<file path="config.mk">
export PLATFORM = sky130hd
export DESIGN_NAME = dtm_timer_top
export DESIGN_NICKNAME = d
export VERILOG_FILES = /design/src/design/dtm_pkg.sv /design/src/design/dtm_pin_if.sv /design/src/design/dtm_pin_sync.sv /design/src/design/dtm_timer_top.sv
export SDC_FILE = /design/constraint.sdc
export NUM_CORES = 1
export LEC_CHECK = 0
export ABC_CLOCK_PERIOD_IN_PS = 4970
export BUFFER_PORTS_ARGS = -buffer_cell sky130_fd_sc_hd__buf_2
export CAP_MARGIN = 30
export CORE_MARGIN = 4
export CORE_UTILIZATION = 35
export CTS_CLUSTER_DIAMETER = 80
export DETAILED_ROUTE_END_ITERATION = 10
export HOLD_SLACK_MARGIN = 0.06
export MAX_ROUTING_LAYER = met4
export PLACE_DENSITY = 0.58
export REMOVE_ABC_BUFFERS = 1
export SYNTH_ARGS = -nofsm -noshare
export SYNTH_HDL_FRONTEND = slang
export SYNTH_SLANG_ARGS = --single-unit
</file>
<file path="constraint.sdc">
create_clock -name clk -period 4.97 [get_ports clk]
set_input_delay 0.994 -clock clk [delete_from_list [all_inputs] [get_ports clk]]
set_output_delay 0.994 -clock clk [all_outputs]
set_load 0.1 [all_outputs]
</file>
<file path="src/design/dtm_pkg.sv">
// shared constants and types for the dual timer mode control block
package dtm_pkg;

	// ----------------------------------------
	// bus geometry and responses
	// ----------------------------------------
	localparam int ADDR_W = 12;
	localparam int DATA_W = 32;
	localparam logic [1:0] RESP_OKAY = 2'h0;
	localparam logic [1:0] RESP_SLVERR = 2'h2;

	// ----------------------------------------
	// register indices, byte address is four times the index
	// ----------------------------------------
	localparam logic [7:0] IDX_MODE_CTRL = 8'h89;
	localparam logic [7:0] IDX_LO_A = 8'h8a;
	localparam logic [7:0] IDX_TL1 = 8'h8b;
	localparam logic [7:0] IDX_TH0 = 8'h8c;
	localparam logic [7:0] IDX_TH1 = 8'h8d;
	localparam logic [7:0] IDX_RUN_CTRL = 8'h8e;
	localparam logic [7:0] IDX_STATUS = 8'h8f;
	localparam logic [7:0] REG_RST = 8'h00;

	// ----------------------------------------
	// field positions
	// ----------------------------------------
	localparam int MB_GATE_B = 7;
	localparam int MB_SRC_B = 6;
	localparam int MB_MODE_B = 4;
	localparam int MB_GATE_A = 3;
	localparam int MB_SRC_A = 2;
	localparam int MB_MODE_A = 0;
	localparam int RB_RUN_A = 0;
	localparam int RB_RUN_B = 1;
	localparam int RB_POL_A = 2;
	localparam int RB_POL_B = 3;
	localparam int SB_OVF_A = 0;
	localparam int SB_OVF_B = 1;

	// ----------------------------------------
	// pins and timing
	// ----------------------------------------
	localparam int NPINS = 4;
	localparam int PIN_CNT_A = 0;
	localparam int PIN_CNT_B = 1;
	localparam int PIN_IRQ_A = 2;
	localparam int PIN_IRQ_B = 3;
	localparam int PRESCALE_DEF = 12;
	localparam int PRE_W = 8;

	typedef enum logic [1:0] {
		DTM_MODE_13 = 2'b00,
		DTM_MODE_16 = 2'b01,
		DTM_MODE_RLD = 2'b10,
		DTM_MODE_SPLIT = 2'b11
	} dtm_mode_t;

endpackage

</file>
<file path="src/design/dtm_pin_if.sv">
// synchronised pin levels and falling-edge pulses
`timescale 1ns/10ps
interface dtm_pin_if #(parameter int N = 4);
	logic [N-1:0] level;
	logic [N-1:0] fall;
	modport src (output level, output fall);
	modport dst (input level, input fall);
endinterface

</file>
<file path="src/design/dtm_pin_sync.sv">
// three-stage pin synchroniser with agreed level and falling-edge pulse
`timescale 1ns/10ps
module dtm_pin_sync #(parameter int N = 4) (
	input wire logic clk,
	input wire logic nrst,
	input wire logic [N-1:0] pins,
	dtm_pin_if.src out
);
	logic [N-1:0] s1_r, s2_r, s3_r, lvl_r, fall_r;
	logic [N-1:0] lvl_nxt, fall_nxt;

	// ----------------------------------------
	// a change counts only when stages two and three agree
	// ----------------------------------------
	always_comb begin
		lvl_nxt = lvl_r;
		fall_nxt = '0;
		for (int i = 0; i < N; i++) begin
			if (s2_r[i] == s3_r[i]) begin
				lvl_nxt[i] = s3_r[i];
				fall_nxt[i] = lvl_r[i] & ~s3_r[i];
			end
		end
	end

	always_ff @(posedge clk or negedge nrst) begin
		if (!nrst) begin
			s1_r <= '0;
			s2_r <= '0;
			s3_r <= '0;
			lvl_r <= '0;
			fall_r <= '0;
		end else begin
			s1_r <= pins;
			s2_r <= s1_r;
			s3_r <= s2_r;
			lvl_r <= lvl_nxt;
			fall_r <= fall_nxt;
		end
	end

	assign out.level = lvl_r;
	assign out.fall = fall_r;
endmodule

</file>
<file path="src/design/dtm_timer_top.sv">
// dual counter/timer with mode control register behind an axi4-lite slave
`timescale 1ns/10ps
module dtm_timer_top #(
	parameter int PRESCALE = dtm_pkg::PRESCALE_DEF
) (
	input wire logic clk,
	input wire logic nrst,
	input wire logic tmr_a_count_pin,
	input wire logic tmr_b_count_pin,
	input wire logic ext_irq_a_pin,
	input wire logic ext_irq_b_pin,
	input wire logic [dtm_pkg::ADDR_W-1:0] s_axi_awaddr,
	input wire logic s_axi_awvalid,
	output logic s_axi_awready,
	input wire logic [dtm_pkg::DATA_W-1:0] s_axi_wdata,
	input wire logic [3:0] s_axi_wstrb,
	input wire logic s_axi_wvalid,
	output logic s_axi_wready,
	output logic [1:0] s_axi_bresp,
	output logic s_axi_bvalid,
	input wire logic s_axi_bready,
	input wire logic [dtm_pkg::ADDR_W-1:0] s_axi_araddr,
	input wire logic s_axi_arvalid,
	output logic s_axi_arready,
	output logic [dtm_pkg::DATA_W-1:0] s_axi_rdata,
	output logic [1:0] s_axi_rresp,
	output logic s_axi_rvalid,
	input wire logic s_axi_rready
);
	import dtm_pkg::*;

	localparam logic [PRE_W-1:0] PRE_LAST = PRE_W'(PRESCALE - 1);

	// ----------------------------------------
	// helper functions
	// ----------------------------------------
	function automatic logic addr_hit(input logic [ADDR_W-1:0] a);
		addr_hit = (a[ADDR_W-1:10] == '0) && (a[9:2] >= IDX_MODE_CTRL)
			&& (a[9:2] <= IDX_STATUS);
	endfunction

	// one increment of a low/high byte pair; result is {carry, hi, lo}
	function automatic logic [16:0] step(input dtm_mode_t m,
		input logic [7:0] lo, input logic [7:0] hi);
		logic [13:0] s13;
		logic [16:0] s16;
		logic [8:0] s8;
		s13 = {1'b0, hi, lo[4:0]} + 14'h0001;
		s16 = {1'b0, hi, lo} + 17'h0_0001;
		s8 = {1'b0, lo} + 9'h001;
		case (m)
		DTM_MODE_13: begin
			// upper three low bits hold their value
			step = {s13[13], s13[12:5], lo[7:5], s13[4:0]};
		end
		DTM_MODE_16: begin
			step = s16;
		end
		DTM_MODE_RLD: begin
			step = {s8[8], hi, s8[8] ? hi : s8[7:0]};
		end
		default: begin
			step = {1'b0, hi, lo};
		end
		endcase
	endfunction

	// ----------------------------------------
	// pin synchronisers
	// ----------------------------------------
	dtm_pin_if #(.N(NPINS)) pin ();
	logic [NPINS-1:0] pins_raw;

	always_comb begin
		pins_raw = '0;
		pins_raw[PIN_CNT_A] = tmr_a_count_pin;
		pins_raw[PIN_CNT_B] = tmr_b_count_pin;
		pins_raw[PIN_IRQ_A] = ext_irq_a_pin;
		pins_raw[PIN_IRQ_B] = ext_irq_b_pin;
	end

	dtm_pin_sync #(.N(NPINS)) u_sync (
		.clk(clk),
		.nrst(nrst),
		.pins(pins_raw),
		.out(pin.src)
	);

	// ----------------------------------------
	// bus slave state
	// ----------------------------------------
	logic awready_r, awready_nxt, wready_r, wready_nxt;
	logic aw_got_r, aw_got_nxt, w_got_r, w_got_nxt;
	logic [ADDR_W-1:0] waddr_r, waddr_nxt;
	logic [7:0] wbyte_r, wbyte_nxt;
	logic wen_r, wen_nxt;
	logic bvalid_r, bvalid_nxt;
	logic [1:0] bresp_r, bresp_nxt;
	logic arready_r, arready_nxt, rvalid_r, rvalid_nxt;
	logic [DATA_W-1:0] rdata_r, rdata_nxt;
	logic [1:0] rresp_r, rresp_nxt;
	logic wr_do;
	logic [7:0] wr_idx;

	// ----------------------------------------
	// timer state
	// ----------------------------------------
	logic [7:0] mode_r, mode_nxt, run_r, run_nxt;
	logic [7:0] lo_a_r, lo_a_nxt, th0_r, th0_nxt;
	logic [7:0] tl1_r, tl1_nxt, th1_r, th1_nxt;
	logic [1:0] ovf_r, ovf_nxt;
	logic [PRE_W-1:0] pre_r, pre_nxt;

	function automatic logic [7:0] read_reg(input logic [7:0] idx);
		case (idx)
		IDX_MODE_CTRL: read_reg = mode_r;
		IDX_LO_A: read_reg = lo_a_r;
		IDX_TL1: read_reg = tl1_r;
		IDX_TH0: read_reg = th0_r;
		IDX_TH1: read_reg = th1_r;
		IDX_RUN_CTRL: read_reg = run_r;
		IDX_STATUS: read_reg = {6'h00, ovf_r};
		default: read_reg = REG_RST;
		endcase
	endfunction

	// ----------------------------------------
	// bus slave next state
	// ----------------------------------------
	always_comb begin
		aw_got_nxt = aw_got_r;
		w_got_nxt = w_got_r;
		waddr_nxt = waddr_r;
		wbyte_nxt = wbyte_r;
		wen_nxt = wen_r;
		bvalid_nxt = bvalid_r;
		bresp_nxt = bresp_r;
		rvalid_nxt = rvalid_r;
		rdata_nxt = rdata_r;
		rresp_nxt = rresp_r;
		wr_do = 1'b0;
		wr_idx = waddr_r[9:2];
		if (s_axi_awvalid && awready_r) begin
			aw_got_nxt = 1'b1;
			waddr_nxt = s_axi_awaddr;
		end
		if (s_axi_wvalid && wready_r) begin
			w_got_nxt = 1'b1;
			wbyte_nxt = s_axi_wdata[7:0];
			// narrow registers live in lane zero only
			wen_nxt = s_axi_wstrb[0];
		end
		if (aw_got_r && w_got_r && !bvalid_r) begin
			wr_do = addr_hit(waddr_r) && wen_r;
			aw_got_nxt = 1'b0;
			w_got_nxt = 1'b0;
			bvalid_nxt = 1'b1;
			bresp_nxt = addr_hit(waddr_r) ? RESP_OKAY : RESP_SLVERR;
		end else if (bvalid_r && s_axi_bready) begin
			bvalid_nxt = 1'b0;
		end
		if (rvalid_r) begin
			if (s_axi_rready) begin
				rvalid_nxt = 1'b0;
			end
		end else if (s_axi_arvalid && arready_r) begin
			rvalid_nxt = 1'b1;
			rdata_nxt = {24'h00_0000, read_reg(s_axi_araddr[9:2])};
			if (!addr_hit(s_axi_araddr)) begin
				rdata_nxt = '0;
			end
			rresp_nxt = addr_hit(s_axi_araddr) ? RESP_OKAY : RESP_SLVERR;
		end
		awready_nxt = !aw_got_nxt;
		wready_nxt = !w_got_nxt;
		arready_nxt = !rvalid_nxt;
	end

	always_ff @(posedge clk or negedge nrst) begin
		if (!nrst) begin
			awready_r <= 1'b0;
			wready_r <= 1'b0;
			aw_got_r <= 1'b0;
			w_got_r <= 1'b0;
			waddr_r <= '0;
			wbyte_r <= REG_RST;
			wen_r <= 1'b0;
			bvalid_r <= 1'b0;
			bresp_r <= RESP_OKAY;
			arready_r <= 1'b0;
			rvalid_r <= 1'b0;
			rdata_r <= '0;
			rresp_r <= RESP_OKAY;
		end else begin
			awready_r <= awready_nxt;
			wready_r <= wready_nxt;
			aw_got_r <= aw_got_nxt;
			w_got_r <= w_got_nxt;
			waddr_r <= waddr_nxt;
			wbyte_r <= wbyte_nxt;
			wen_r <= wen_nxt;
			bvalid_r <= bvalid_nxt;
			bresp_r <= bresp_nxt;
			arready_r <= arready_nxt;
			rvalid_r <= rvalid_nxt;
			rdata_r <= rdata_nxt;
			rresp_r <= rresp_nxt;
		end
	end

	// ----------------------------------------
	// timer next state
	// ----------------------------------------
	logic tick, act_a, act_b, inc_a, inc_b;
	logic [16:0] res_a, res_b;
	logic [8:0] th0_inc;
	logic [1:0] ovf_set, ovf_clr;
	dtm_mode_t mode_a, mode_b;

	always_comb begin
		mode_a = dtm_mode_t'(mode_r[MB_MODE_A +: 2]);
		mode_b = dtm_mode_t'(mode_r[MB_MODE_B +: 2]);
		tick = (pre_r == PRE_LAST);
		pre_nxt = tick ? '0 : pre_r + PRE_W'(1);
		// gate clear ignores the pin, gate set needs the active level
		act_a = run_r[RB_RUN_A] && (!mode_r[MB_GATE_A]
			|| (pin.level[PIN_IRQ_A] == run_r[RB_POL_A]));
		act_b = run_r[RB_RUN_B] && (!mode_r[MB_GATE_B]
			|| (pin.level[PIN_IRQ_B] == run_r[RB_POL_B]));
		inc_a = act_a && (mode_r[MB_SRC_A] ? pin.fall[PIN_CNT_A] : tick);
		inc_b = act_b && (mode_r[MB_SRC_B] ? pin.fall[PIN_CNT_B] : tick)
			&& (mode_b != DTM_MODE_SPLIT);
		lo_a_nxt = lo_a_r;
		th0_nxt = th0_r;
		tl1_nxt = tl1_r;
		th1_nxt = th1_r;
		ovf_set = 2'h0;
		res_a = step(mode_a, lo_a_r, th0_r);
		res_b = step(mode_b, tl1_r, th1_r);
		th0_inc = {1'b0, th0_r} + 9'h001;
		if (mode_a == DTM_MODE_SPLIT) begin
			// low byte keeps timer a controls, high byte borrows run b
			// a reload of zero turns the low byte into a plain 8-bit wrap
			res_a = step(DTM_MODE_RLD, lo_a_r, '0);
			if (inc_a) begin
				lo_a_nxt = res_a[7:0];
				ovf_set[SB_OVF_A] = res_a[16];
			end
			if (run_r[RB_RUN_B] && tick) begin
				th0_nxt = th0_inc[7:0];
				ovf_set[SB_OVF_B] = th0_inc[8];
			end
		end else if (inc_a) begin
			{ovf_set[SB_OVF_A], th0_nxt, lo_a_nxt} = res_a;
		end
		if (inc_b) begin
			tl1_nxt = res_b[7:0];
			th1_nxt = res_b[15:8];
			// in split mode the flag belongs to the borrowed high byte
			if (mode_a != DTM_MODE_SPLIT) begin
				ovf_set[SB_OVF_B] = res_b[16];
			end
		end
		mode_nxt = mode_r;
		run_nxt = run_r;
		ovf_clr = 2'h0;
		if (wr_do) begin
			// software write to a byte wins over a count in that cycle
			case (wr_idx)
			IDX_MODE_CTRL: mode_nxt = wbyte_r;
			IDX_RUN_CTRL: run_nxt = wbyte_r;
			IDX_LO_A: lo_a_nxt = wbyte_r;
			IDX_TH0: th0_nxt = wbyte_r;
			IDX_TL1: tl1_nxt = wbyte_r;
			IDX_TH1: th1_nxt = wbyte_r;
			IDX_STATUS: ovf_clr = wbyte_r[1:0];
			default: ovf_clr = 2'h0;
			endcase
		end
		// a new overflow beats a clear in the same cycle
		ovf_nxt = (ovf_r & ~ovf_clr) | ovf_set;
	end

	always_ff @(posedge clk or negedge nrst) begin
		if (!nrst) begin
			mode_r <= REG_RST;
			run_r <= REG_RST;
			lo_a_r <= REG_RST;
			th0_r <= REG_RST;
			tl1_r <= REG_RST;
			th1_r <= REG_RST;
			ovf_r <= 2'h0;
			pre_r <= '0;
		end else begin
			mode_r <= mode_nxt;
			run_r <= run_nxt;
			lo_a_r <= lo_a_nxt;
			th0_r <= th0_nxt;
			tl1_r <= tl1_nxt;
			th1_r <= th1_nxt;
			ovf_r <= ovf_nxt;
			pre_r <= pre_nxt;
		end
	end

	// ----------------------------------------
	// outputs
	// ----------------------------------------
	assign s_axi_awready = awready_r;
	assign s_axi_wready = wready_r;
	assign s_axi_bvalid = bvalid_r;
	assign s_axi_bresp = bresp_r;
	assign s_axi_arready = arready_r;
	assign s_axi_rvalid = rvalid_r;
	assign s_axi_rdata = rdata_r;
	assign s_axi_rresp = rresp_r;
endmodule

</file>
; Word level (Yosys, flattened, before mapping)
; Cells that the tools add are included.
[word_totals]
regBits = 140
inputBits = 71
output_inout_bits = 41
word_cells = 159
[classes]
n_lt_le_gt_ge = 4
n_eq_ne = 28
addsub = 8
n_bitwise = 8
mux = 49
n_reduce_logical = 33
[ops]
columns = op, n
row1 = $mux W8, 21
row2 = $eq A8 B8 Y1 const B, 14
row3 = $pmux W17 S3, 2
row4 = $pmux W8 S7, 1
row5 = $add A16 B1 Y17 const B, 2
row6 = $add A13 B1 Y14 const B, 2
row7 = $add A8 B1 Y9 const B, 3
row8 = $mux W1, 21
row9 = $logic_and A1 B1 Y1, 17
row10 = $ge A8 B8 Y1 const B, 2
row11 = $le A8 B8 Y1 const B, 2
row12 = $add A8 B1 Y8 const B, 1
row13 = $eq A8 B4 Y1 const B, 1
row14 = $logic_not A2 Y1, 4
row15 = $mux W2, 4
row16 = $eq A1 B1 Y1, 6
row17 = $eq A2 B2 Y1 const B, 3
row18 = $logic_not A1 Y1, 6
row19 = $reduce_and A2 Y1, 3
row20 = $eq A2 B1 Y1 const B, 2
row21 = $ne A2 B2 Y1 const B, 2
row22 = $not A1 Y1, 3
row23 = $and A1 B1 Y1, 2
row24 = $and A2 B2 Y2, 1
row25 = other kinds (4), 5

; Depth between registers and ports, before layout
; Gate-level depths: netlist of run 1.
[depth]
ltp_word = 9
ltp_mapped = 8
depth_no_buf = 7

; By module
; Synthesis of run 1 repeated with hierarchy kept, for this count alone.
[unflattened]
hier_cells = 715
hier_area_um2 = 6582.6
[by_module_without_submodules]
columns = mod, seq_area_each_um2, cells_per_inst, area_each_um2, n_inst
row1 = dtm_timer_top, 2352.3, 687, 6007.0, 1
row2 = dtm_pin_sync, 500.5, 28, 575.6, 1

; Worst setup path before layout of run 1
; No wires, ideal clock.
[synth_path]
path_kind = register -> register
start = reg bvalid_r, in the netlist s_axi_bvalid
end = reg th0_r[7]
path_buffers = 1
t_arrival_ns = 2.680
path_stages_with_launch = 8
required_time_ns = 4.901
setup_slack_ns = 2.221
period_less_slack_ns = 2.749
setup_ns = 0.069
path_cell_list = dfrtp_1 > and3b_1 > and4_1 > and3_1 > clkbuf_1 > or4b_1 > or3_1 > nand3_1
[synth_between]
elab_chain_len = 4
[synth_rtl]
columns = element, line
row1 = start: declaration, dtm_timer_top.sv:97  ; logic bvalid_r, bvalid_nxt;
row2 = start signal: assignment, dtm_timer_top.sv:202  ; bvalid_r <= bvalid_nxt;
row3 = $logic_not A1 Y1, dtm_timer_top.sv:153  ; if (aw_got_r && w_got_r && !bvalid_r) begin
row4 = $logic_and A1 B1 Y1, dtm_timer_top.sv:153
row5 = $mux W1, dtm_timer_top.sv:153
row6 = $mux W8, dtm_timer_top.sv:267  ; if (wr_do) begin
row7 = via th0_nxt[7], dtm_timer_top.sv:109  ; logic [7:0] lo_a_r, lo_a_nxt, th0_r, th0_nxt;
row8 = end signal: assignment, dtm_timer_top.sv:298  ; th0_r <= th0_nxt;
row9 = end: declaration, dtm_timer_top.sv:109
; The timed path passes the listed nets, and every way through them passes these cells.
; A chain may end at the register's enable or synchronous reset.

; Worst setup path in the final report of run 1
[layout_path]
start = reg pre_r[4]
end = reg th0_r[7]
[layout_between]
elab_chain_len = 7
word_cells_on_any_way = 9
classes_between = eq/ne: 1 / mux: 6 / reduce/logical: 2
[layout_rtl]
columns = element, line
row1 = start: declaration, dtm_timer_top.sv:112  ; logic [PRE_W-1:0] pre_r, pre_nxt;
row2 = start signal: assignment, dtm_timer_top.sv:302  ; pre_r <= pre_nxt;
row3 = $eq A8 B4 Y1 (*), dtm_timer_top.sv:223  ; tick = (pre_r == PRE_LAST);
row4 = $mux W1, dtm_timer_top.sv:230  ; inc_a = act_a && (mode_r[MB_SRC_A] ? pin.fall[PIN_CNT_A] : tick);
row5 = $logic_and A1 B1 Y1, dtm_timer_top.sv:230
row6 = $mux W8, dtm_timer_top.sv:253  ; end else if (inc_a) begin
row7 = $mux W8 (*), dtm_timer_top.sv:241  ; if (mode_a == DTM_MODE_SPLIT) begin
row8 = $mux W8, dtm_timer_top.sv:269  ; case (wr_idx)
row9 = $mux W8 (*), dtm_timer_top.sv:267
row10 = via th0_nxt[7], dtm_timer_top.sv:109
; Mark *: on every way through the listed nets, which the timed path passes. The rest lies on a longest branch.

==> flow_metrics.tcl, run 1 <==
set metrics [dict create \
    status "completed" \
    met2WireLength_microns 7870 \
    final_common_cell "dfrtp_1" \
    die_w_microns 145 \
    fmax_mhz 332 \
    pwr-share-comb_pct 20.8 \
    r2r_setup_slack_ns 1.96 \
    wire_per_inst_microns 18.7 \
    tightest_slew_ns 0.876 \
    clockRootBuffer "clkbuf_16" \
    final_util_pct 39.6 \
    io_buffers 54 \
    final_cell_mix "dfrtp_1 (112), nand2_1 (68), buf_2 (53)" \
    vias 5521 \
    diodes 0 \
    antenna_found_initial 0 \
    cap_viol_max_count 0 \
    cp-end-kind "flip-flop" \
    met3_length_microns 1530 \
    cts.sinks 112 \
    ant_nets 0 \
    wl_met1_microns 8510 \
    htreeDepth 3 \
    yosysWarnings 0 \
    finalSetupViolations 0 \
    grt_max_degree 59 \
    p_seq_share_pct 49.2 \
    cp-start-kind "flip-flop" \
    grt_overflow 0 \
    reg2reg_depth 6 \
    synth_cell_type_count 69 \
    insertion_delay_ns 0.36 \
    nNetsFinal 811 \
    rows 49 \
    r2r_start "pre_r[4]" \
    synthFlopType "dfrtp_1" \
    cp_cell_sequence "or4_1 > o41ai_4 > and3_1 > or4b_1 > or3_1 > nand3_1" \
    clock_power_share_pct 30.0 \
    hold_viol_final 0 \
    dieHeight_microns 145 \
    io_pins 112 \
    postCtsResizedCells 0 \
    tritoncts.num_buffers 9 \
    crit_slowest_cell "or4_1" \
    fp.dieArea_sq_mm 0.0209 \
    dpl.hpwl_microns 13000 \
    timing.setup.tns_ns 0 \
    p_leak_nw 2.97 \
    timing.final.crit_period_ns 3.01 \
    drive_gt1_share_pct 16.3 \
    swShare_pct 37.7 \
    p_switching_w 0.000969 \
    start_util_pct 35.9 \
    required_ns 5.27 \
    synth_area_per_cell_sq_um 9.24 \
    grt_pass1_vias 5109 \
    crit_family "simple AND/OR/NAND/NOR gates" \
    period_share_pct 60.5 \
    area_growth_pct 10.2 \
    first_pass_iters 5 \
    drc 0 \
    cts_hold_buffers 0 \
    cellInternalPower_w 0.00160 \
    cts_setup_buffers 0 \
    hold_end "u_sync.s2_r[0]" \
    synth-async-reset-ratio_pct 100 \
    ys_seq_area_share_pct 43.0 \
    viasPerCell 5.69 \
    hp-start "u_sync.s1_r[0]" \
    slowest_delay_ns 0.76 \
    crit_fanout 10 \
    r2r_end "th0_r[7]" \
    dr.first_iter.drc_count 429 \
    netlist_instances 706 \
    fin_worst_skew_ns 0.0110 \
    clk_path_buf_depth 2 \
    slew-limit-headroom_pct 41.6 \
    whs_path_depth 0 \
    rsz0062_at_grt "false" \
    core_sq_mm 0.0181 \
    drv_slew 0 \
    p_per_area_mw_per_mm2 358 \
    synth_edf_count 0 \
    highest-signal-layer "met4" \
    crit_arrival_ns 3.31 \
    critPathKind "flip-flop to flip-flop" \
    path_buf_inv 0 \
    synth_area_sq_mm 0.00652 \
    wirelength_microns 18100 \
    grt_pass1_wl_microns 28800 \
    grt_util_all_layers_pct 18.3 \
    fillerInstances 1847 \
    path_depth 6 \
    place.gp.congestion 0.895 \
    cts.clk_slew.worst_paths_ns 0.08 \
    ys_ff_latch 112 \
    worstHoldPathType "flip-flop to flip-flop" \
    ir_worst_vdd_mv 0.459 \
    cts_tree "built" \
]
-- synth_stat cells (4+ instances only) --
master / count / area share, %
a211oi_1: 8 / 0.92
a21boi_0: 5 / 0.58
a21oi_1: 40 / 3.1
a222oi_1: 6 / 0.92
a2bb2oi_1: 4 / 0.54
a31oi_1: 9 / 0.86
and2_1: 5 / 0.48
and3_1: 11 / 1.1
and4_1: 4 / 0.54
buf_4: 26 / 3.0
clkbuf_1: 35 / 2.0
dfrtp_1: 112 / 43
ha_1: 4 / 0.77
inv_1: 21 / 1.2
maj3_1: 4 / 0.61
mux2_2: 36 / 6.2
mux2i_1: 17 / 2.6
nand2_1: 68 / 3.9
nand3_1: 32 / 2.5
nand4_1: 10 / 0.96
nand4b_1: 4 / 0.54
nor2_1: 47 / 2.7
nor2b_1: 6 / 0.58
nor3_1: 29 / 2.2
nor4_1: 10 / 0.96
o211ai_1: 13 / 1.5
o21ai_0: 46 / 3.5
o22ai_1: 8 / 0.77
o31ai_1: 4 / 0.46
or4_1: 4 / 0.46
xnor2_1: 12 / 1.6
xor2_1: 6 / 0.81
-- how the worst max path moves through the flow --
stage | from | end | slack, ns
after floorplan | s_axi_bvalid | th0_r[7] | 2.30
after global placement | s_axi_araddr[6] | s_axi_rdata[2] | 1.96
after detailed placement | s_axi_araddr[6] | s_axi_rdata[2] | 1.94
after CTS | pre_r[4] | th0_r[7] | 1.97
after global routing | pre_r[4] | th1_r[4] | 1.76
final | pre_r[4] | th0_r[7] | 1.96
-- worst register-to-register path, cell delays in order, from the launching register on --
cell	delay [ns]
dfrtp_1	0.42
or4_1	0.76
o41ai_4	0.50
and3_1	0.31
or4b_1	0.50
or3_1	0.37
nand3_1	0.09
-- routing by layer --
layer	vias to the layer above	global-route usage (%)
li1	2614	-
met1	2662	26.4
met2	220	26.1
met3	25	4.83
met4	0	3.58
met5	-	-
-- cells by family after synthesis --
logic type,share of synthesized area (%)
muxes,9.51
DFF,43.0
buffers and inverters,6.56
xor gates and xnor gates,2.42
other,0.0575
adders and majority gates,1.38
and+or+nand+nor,19.3
AOI/OAI and AO/OA,17.8
-- power groups by stage --
stage,Combinational [W],Clock (W),Sequential [W]
CTS,0.000540,0.000796,0.00126
global placement,0.000533,0,0.00127
finish,0.000535,0.000771,0.00126
detailed placement,0.000539,0,0.00128
global route,0.000575,0.000832,0.00128
floorplan,0.000291,0,0.00131
-- registers in the layout, indices dropped and copies added (netlist names), 2 cells and up --
| register | flops |
|---|---|
| s_axi_rdata | 8 |
| mode_r | 8 |
| u_sync.s3_r | 4 |
| ovf_r | 2 |
| run_r | 8 |
| th0_r | 8 |
| tl1_r | 8 |
| u_sync.out.level | 4 |
| u_sync.s2_r | 4 |
| waddr_r | 10 |
| pre_r | 8 |
| th1_r | 8 |
| u_sync.out.fall | 2 |
| u_sync.s1_r | 4 |
| wbyte_r | 8 |
| lo_a_r | 8 |
-- final cells by class --
class | instances | area (sq um) | share of cell area, %
Timing Repair Buffer | 59 | 310 | 4.32
Clock inverter | 6 | 78.8 | 1.10
Multi-Input combinational cell | 532 | 3390 | 47.1
Inverter | 22 | 82.6 | 1.15
Clock buffer | 10 | 239 | 3.33
Sequential cell | 112 | 2800 | 39.0
Tap cell | 229 | 287 | 3.99
-- stage by stage --
stage          instance area [sq um]  instances  power [W]  worst slack, ns  hold WS, ns
2_1_floorplan                   6270        666    0.00160             2.30        0.331
3_3_place_gp                    6870        954    0.00181             1.96        0.332
3_5_place_dp                    6870        954    0.00181             1.94        0.335
4_1_cts                         7190        970    0.00259             1.97        0.352
5_1_grt                         7190        970    0.00269             1.76        0.373
6_report                        7190        970    0.00257             1.96        0.349
No activity file was read; power rests on OpenSTA's default activity.
==> inputs of run 2 (changes only) <==
--- a/config.mk
+++ b/config.mk
@@ -5,7 +5,7 @@
 export SDC_FILE = /design/constraint.sdc
 export NUM_CORES = 1
 export LEC_CHECK = 0
-export ABC_CLOCK_PERIOD_IN_PS = 4970
+export ABC_CLOCK_PERIOD_IN_PS = 2500
 export BUFFER_PORTS_ARGS = -buffer_cell sky130_fd_sc_hd__buf_2
 export CAP_MARGIN = 30
 export CORE_MARGIN = 4
@@ -14,7 +14,7 @@
 export DETAILED_ROUTE_END_ITERATION = 10
 export HOLD_SLACK_MARGIN = 0.06
 export MAX_ROUTING_LAYER = met4
-export PLACE_DENSITY = 0.58
+export PLACE_DENSITY = 0.6
 export REMOVE_ABC_BUFFERS = 1
 export SYNTH_ARGS = -nofsm -noshare
 export SYNTH_HDL_FRONTEND = slang
==> constraint.sdc (replaced) <==
create_clock -name clk -period 2.5 [get_ports clk]
set_input_delay 0.5 -clock clk [delete_from_list [all_inputs] [get_ports clk]]
set_output_delay 0.5 -clock clk [all_outputs]
set_load 0.1 [all_outputs]
==> run 2 against run 1 <==
Effect of this change:
- fmax increased by 25%
- register-to-register slack lost 1.9 ns
- worst hold slack worse by 0.27 ns
- utilization increased by 2.1 points
- via count grew 2.2%
- clock skew is 0.0051 ns lower
- global-route usage rose by 0.27 points
- flip-flop and latch count unchanged
- clock power grew 98%
- non-clock buffer count increased by 44
- sequential power rose by 98%
- critical path depth unchanged
==> flow_metrics.tcl, run 2 (synthesis results as in run 1) <==
set metrics [dict create \
    cts_hold_buffers 0 \
    insertion_delay_ns 0.37 \
    cp_cell_sequence "or4_4 > o41ai_4 > and3_1 > or4b_4 > or3_1 > nand3_1" \
    area_growth_pct 16.1 \
    crit_slowest_cell "or4_4" \
    wirelength_microns 18400 \
    worstHoldPathType "input pin to async pin" \
    timing.final.crit_period_ns 2.40 \
    cap_viol_max_count 0 \
    final_common_cell "dfrtp_1" \
    nNetsFinal 855 \
    io_pins 112 \
    crit_arrival_ns 2.71 \
    fmax_mhz 417 \
    cp-start-kind "flip-flop" \
    fin_worst_skew_ns 0.00590 \
    rsz0062_at_grt "true" \
    cts_tree "built" \
    fillerInstances 1792 \
    p_total_w 0.00514 \
    vias 5642 \
    grt_pass1_vias 5320 \
    cellInternalPower_w 0.00312 \
    ant_nets 0 \
    path_buf_inv 0 \
    first_pass_iters 7 \
    drc 0 \
    p_leak_nw 3.20 \
    cts.sinks 112 \
    drv_slew 0 \
    clockRootBuffer "clkbuf_16" \
    wire_per_inst_microns 18.2 \
    p_switching_w 0.00202 \
    p_per_area_mw_per_mm2 679 \
    die_w_microns 145 \
    core_sq_mm 0.0181 \
    hold_viol_final 0 \
    clk_path_buf_depth 2 \
    cts.clk_slew.worst_paths_ns 0.08 \
    slowest_delay_ns 0.57 \
    multi_input_area_sq_mm 0.00341 \
    crit_family "simple AND/OR/NAND/NOR gates" \
    dieHeight_microns 145 \
    viasPerCell 5.56 \
    io_buffers 54 \
    cp-end-kind "flip-flop" \
    tightest_slew_ns 0.619 \
    timing.final.ws_setup_ns 0.101 \
    seqCellArea_sq_mm 0.00280 \
    grt_max_degree 49 \
    grt_util_all_layers_pct 18.6 \
    dr.first_iter.drc_count 554 \
    slew-limit-headroom_pct 58.4 \
    swShare_pct 39.3 \
    largest_reg_flops 10 \
    p_seq_share_pct 48.6 \
    start_util_pct 35.9 \
    fp.dieArea_sq_mm 0.0209 \
    drive_gt1_share_pct 21.5 \
    crit_fanout 3 \
    grt_pass1_wl_microns 29000 \
    grt_overflow 0 \
    diodes 0 \
    pwr-share-comb_pct 21.6 \
    top_register "waddr_r" \
    htreeDepth 3 \
    clock_power_share_pct 29.8 \
    period_share_pct 96.0 \
    antenna_found_initial 0 \
    status "completed" \
    ir_worst_vdd_mv 0.682 \
    dpl.hpwl_microns 13400 \
    place.gp.congestion 0.915 \
    dp_slack_ns -0.0246 \
    cts_setup_buffers 0 \
    critPathKind "flip-flop to flip-flop" \
    required_ns 2.81 \
    tritoncts.num_buffers 9 \
    finalSetupViolations 0 \
    final_cell_mix "dfrtp_1 (112), nand2_1 (68), buf_2 (53)" \
    rows 49 \
]
==> run 2: cell types whose count changed in the layout (fill, tap and decap cells not counted), sizes merged <==
cell      change
clkinvlp      -1
bufinv        -1
inv           +3
clkbuf        -1
buf          +44
==> run 2: path summary, 6_finish.rpt <==
kind | from | endpoint | slack [ns] | cells after the start
max | pre_r[4] | th0_r[7] | 0.10 | 6
max in group asynchronous | nrst | th1_r[5] | 1.69 | 2
max reg2reg | pre_r[4] | th0_r[7] | 0.10 | 6
min in group clk | ext_irq_a_pin | u_sync.s1_r[2] | 0.23 | 1
min reg2reg | u_sync.s1_r[1] | u_sync.s2_r[1] | 0.35 | 0
min | nrst | lo_a_r[0] | 0.07 | 1
==> run 2: metrics by stage <==
stage               cell area, sq um  hold slack (ns)  instances  utilization (%)  setup TNS, ns
global route                    7570            0.111       1014             41.7       -0.00408
global placement                7220            0.332        998             39.8              0
floorplan                       6270            0.204        666                -         -0.948
detailed placement              7220            0.335        998             39.8        -0.0246
CTS                             7550           0.0923       1014             41.6              0
finish                          7570           0.0747       1014             41.7              0
==> run 2: final cells by class <==
type / instances / area share [%]
Inverter: 22 / 1.09
Clock buffer: 9 / 2.97
Tap cell: 229 / 3.78
Sequential cell: 112 / 37.0
Timing Repair Buffer: 103 / 8.79
Clock inverter: 7 / 1.27
Multi-Input combinational cell: 532 / 45.1
==> run 2: repair_timing <==
item	CTS	global route
pin swaps	2	1
endpoints found under the setup margin	1	6
gates resized for setup	1	4
==> run 2: metal layers <==
layer	routed length (microns)	up-vias	track usage, %
met3	1390	24	4.73
met2	8040	227	27.3
met4	298	0	4.47
li1	-	2699	-
met1	8700	2692	25.8
met5	0	-	-
==> run 2: power by group through the flow <==
stage	clock, W	combinational (W)	sequential (W)
3_3_place_gp	0	0.00110	0.00252
3_5_place_dp	0	0.00112	0.00252
4_1_cts	0.00158	0.00112	0.00248
2_1_floorplan	0	0.000578	0.00260
5_1_grt	0.00165	0.00119	0.00254
6_report	0.00153	0.00111	0.00250
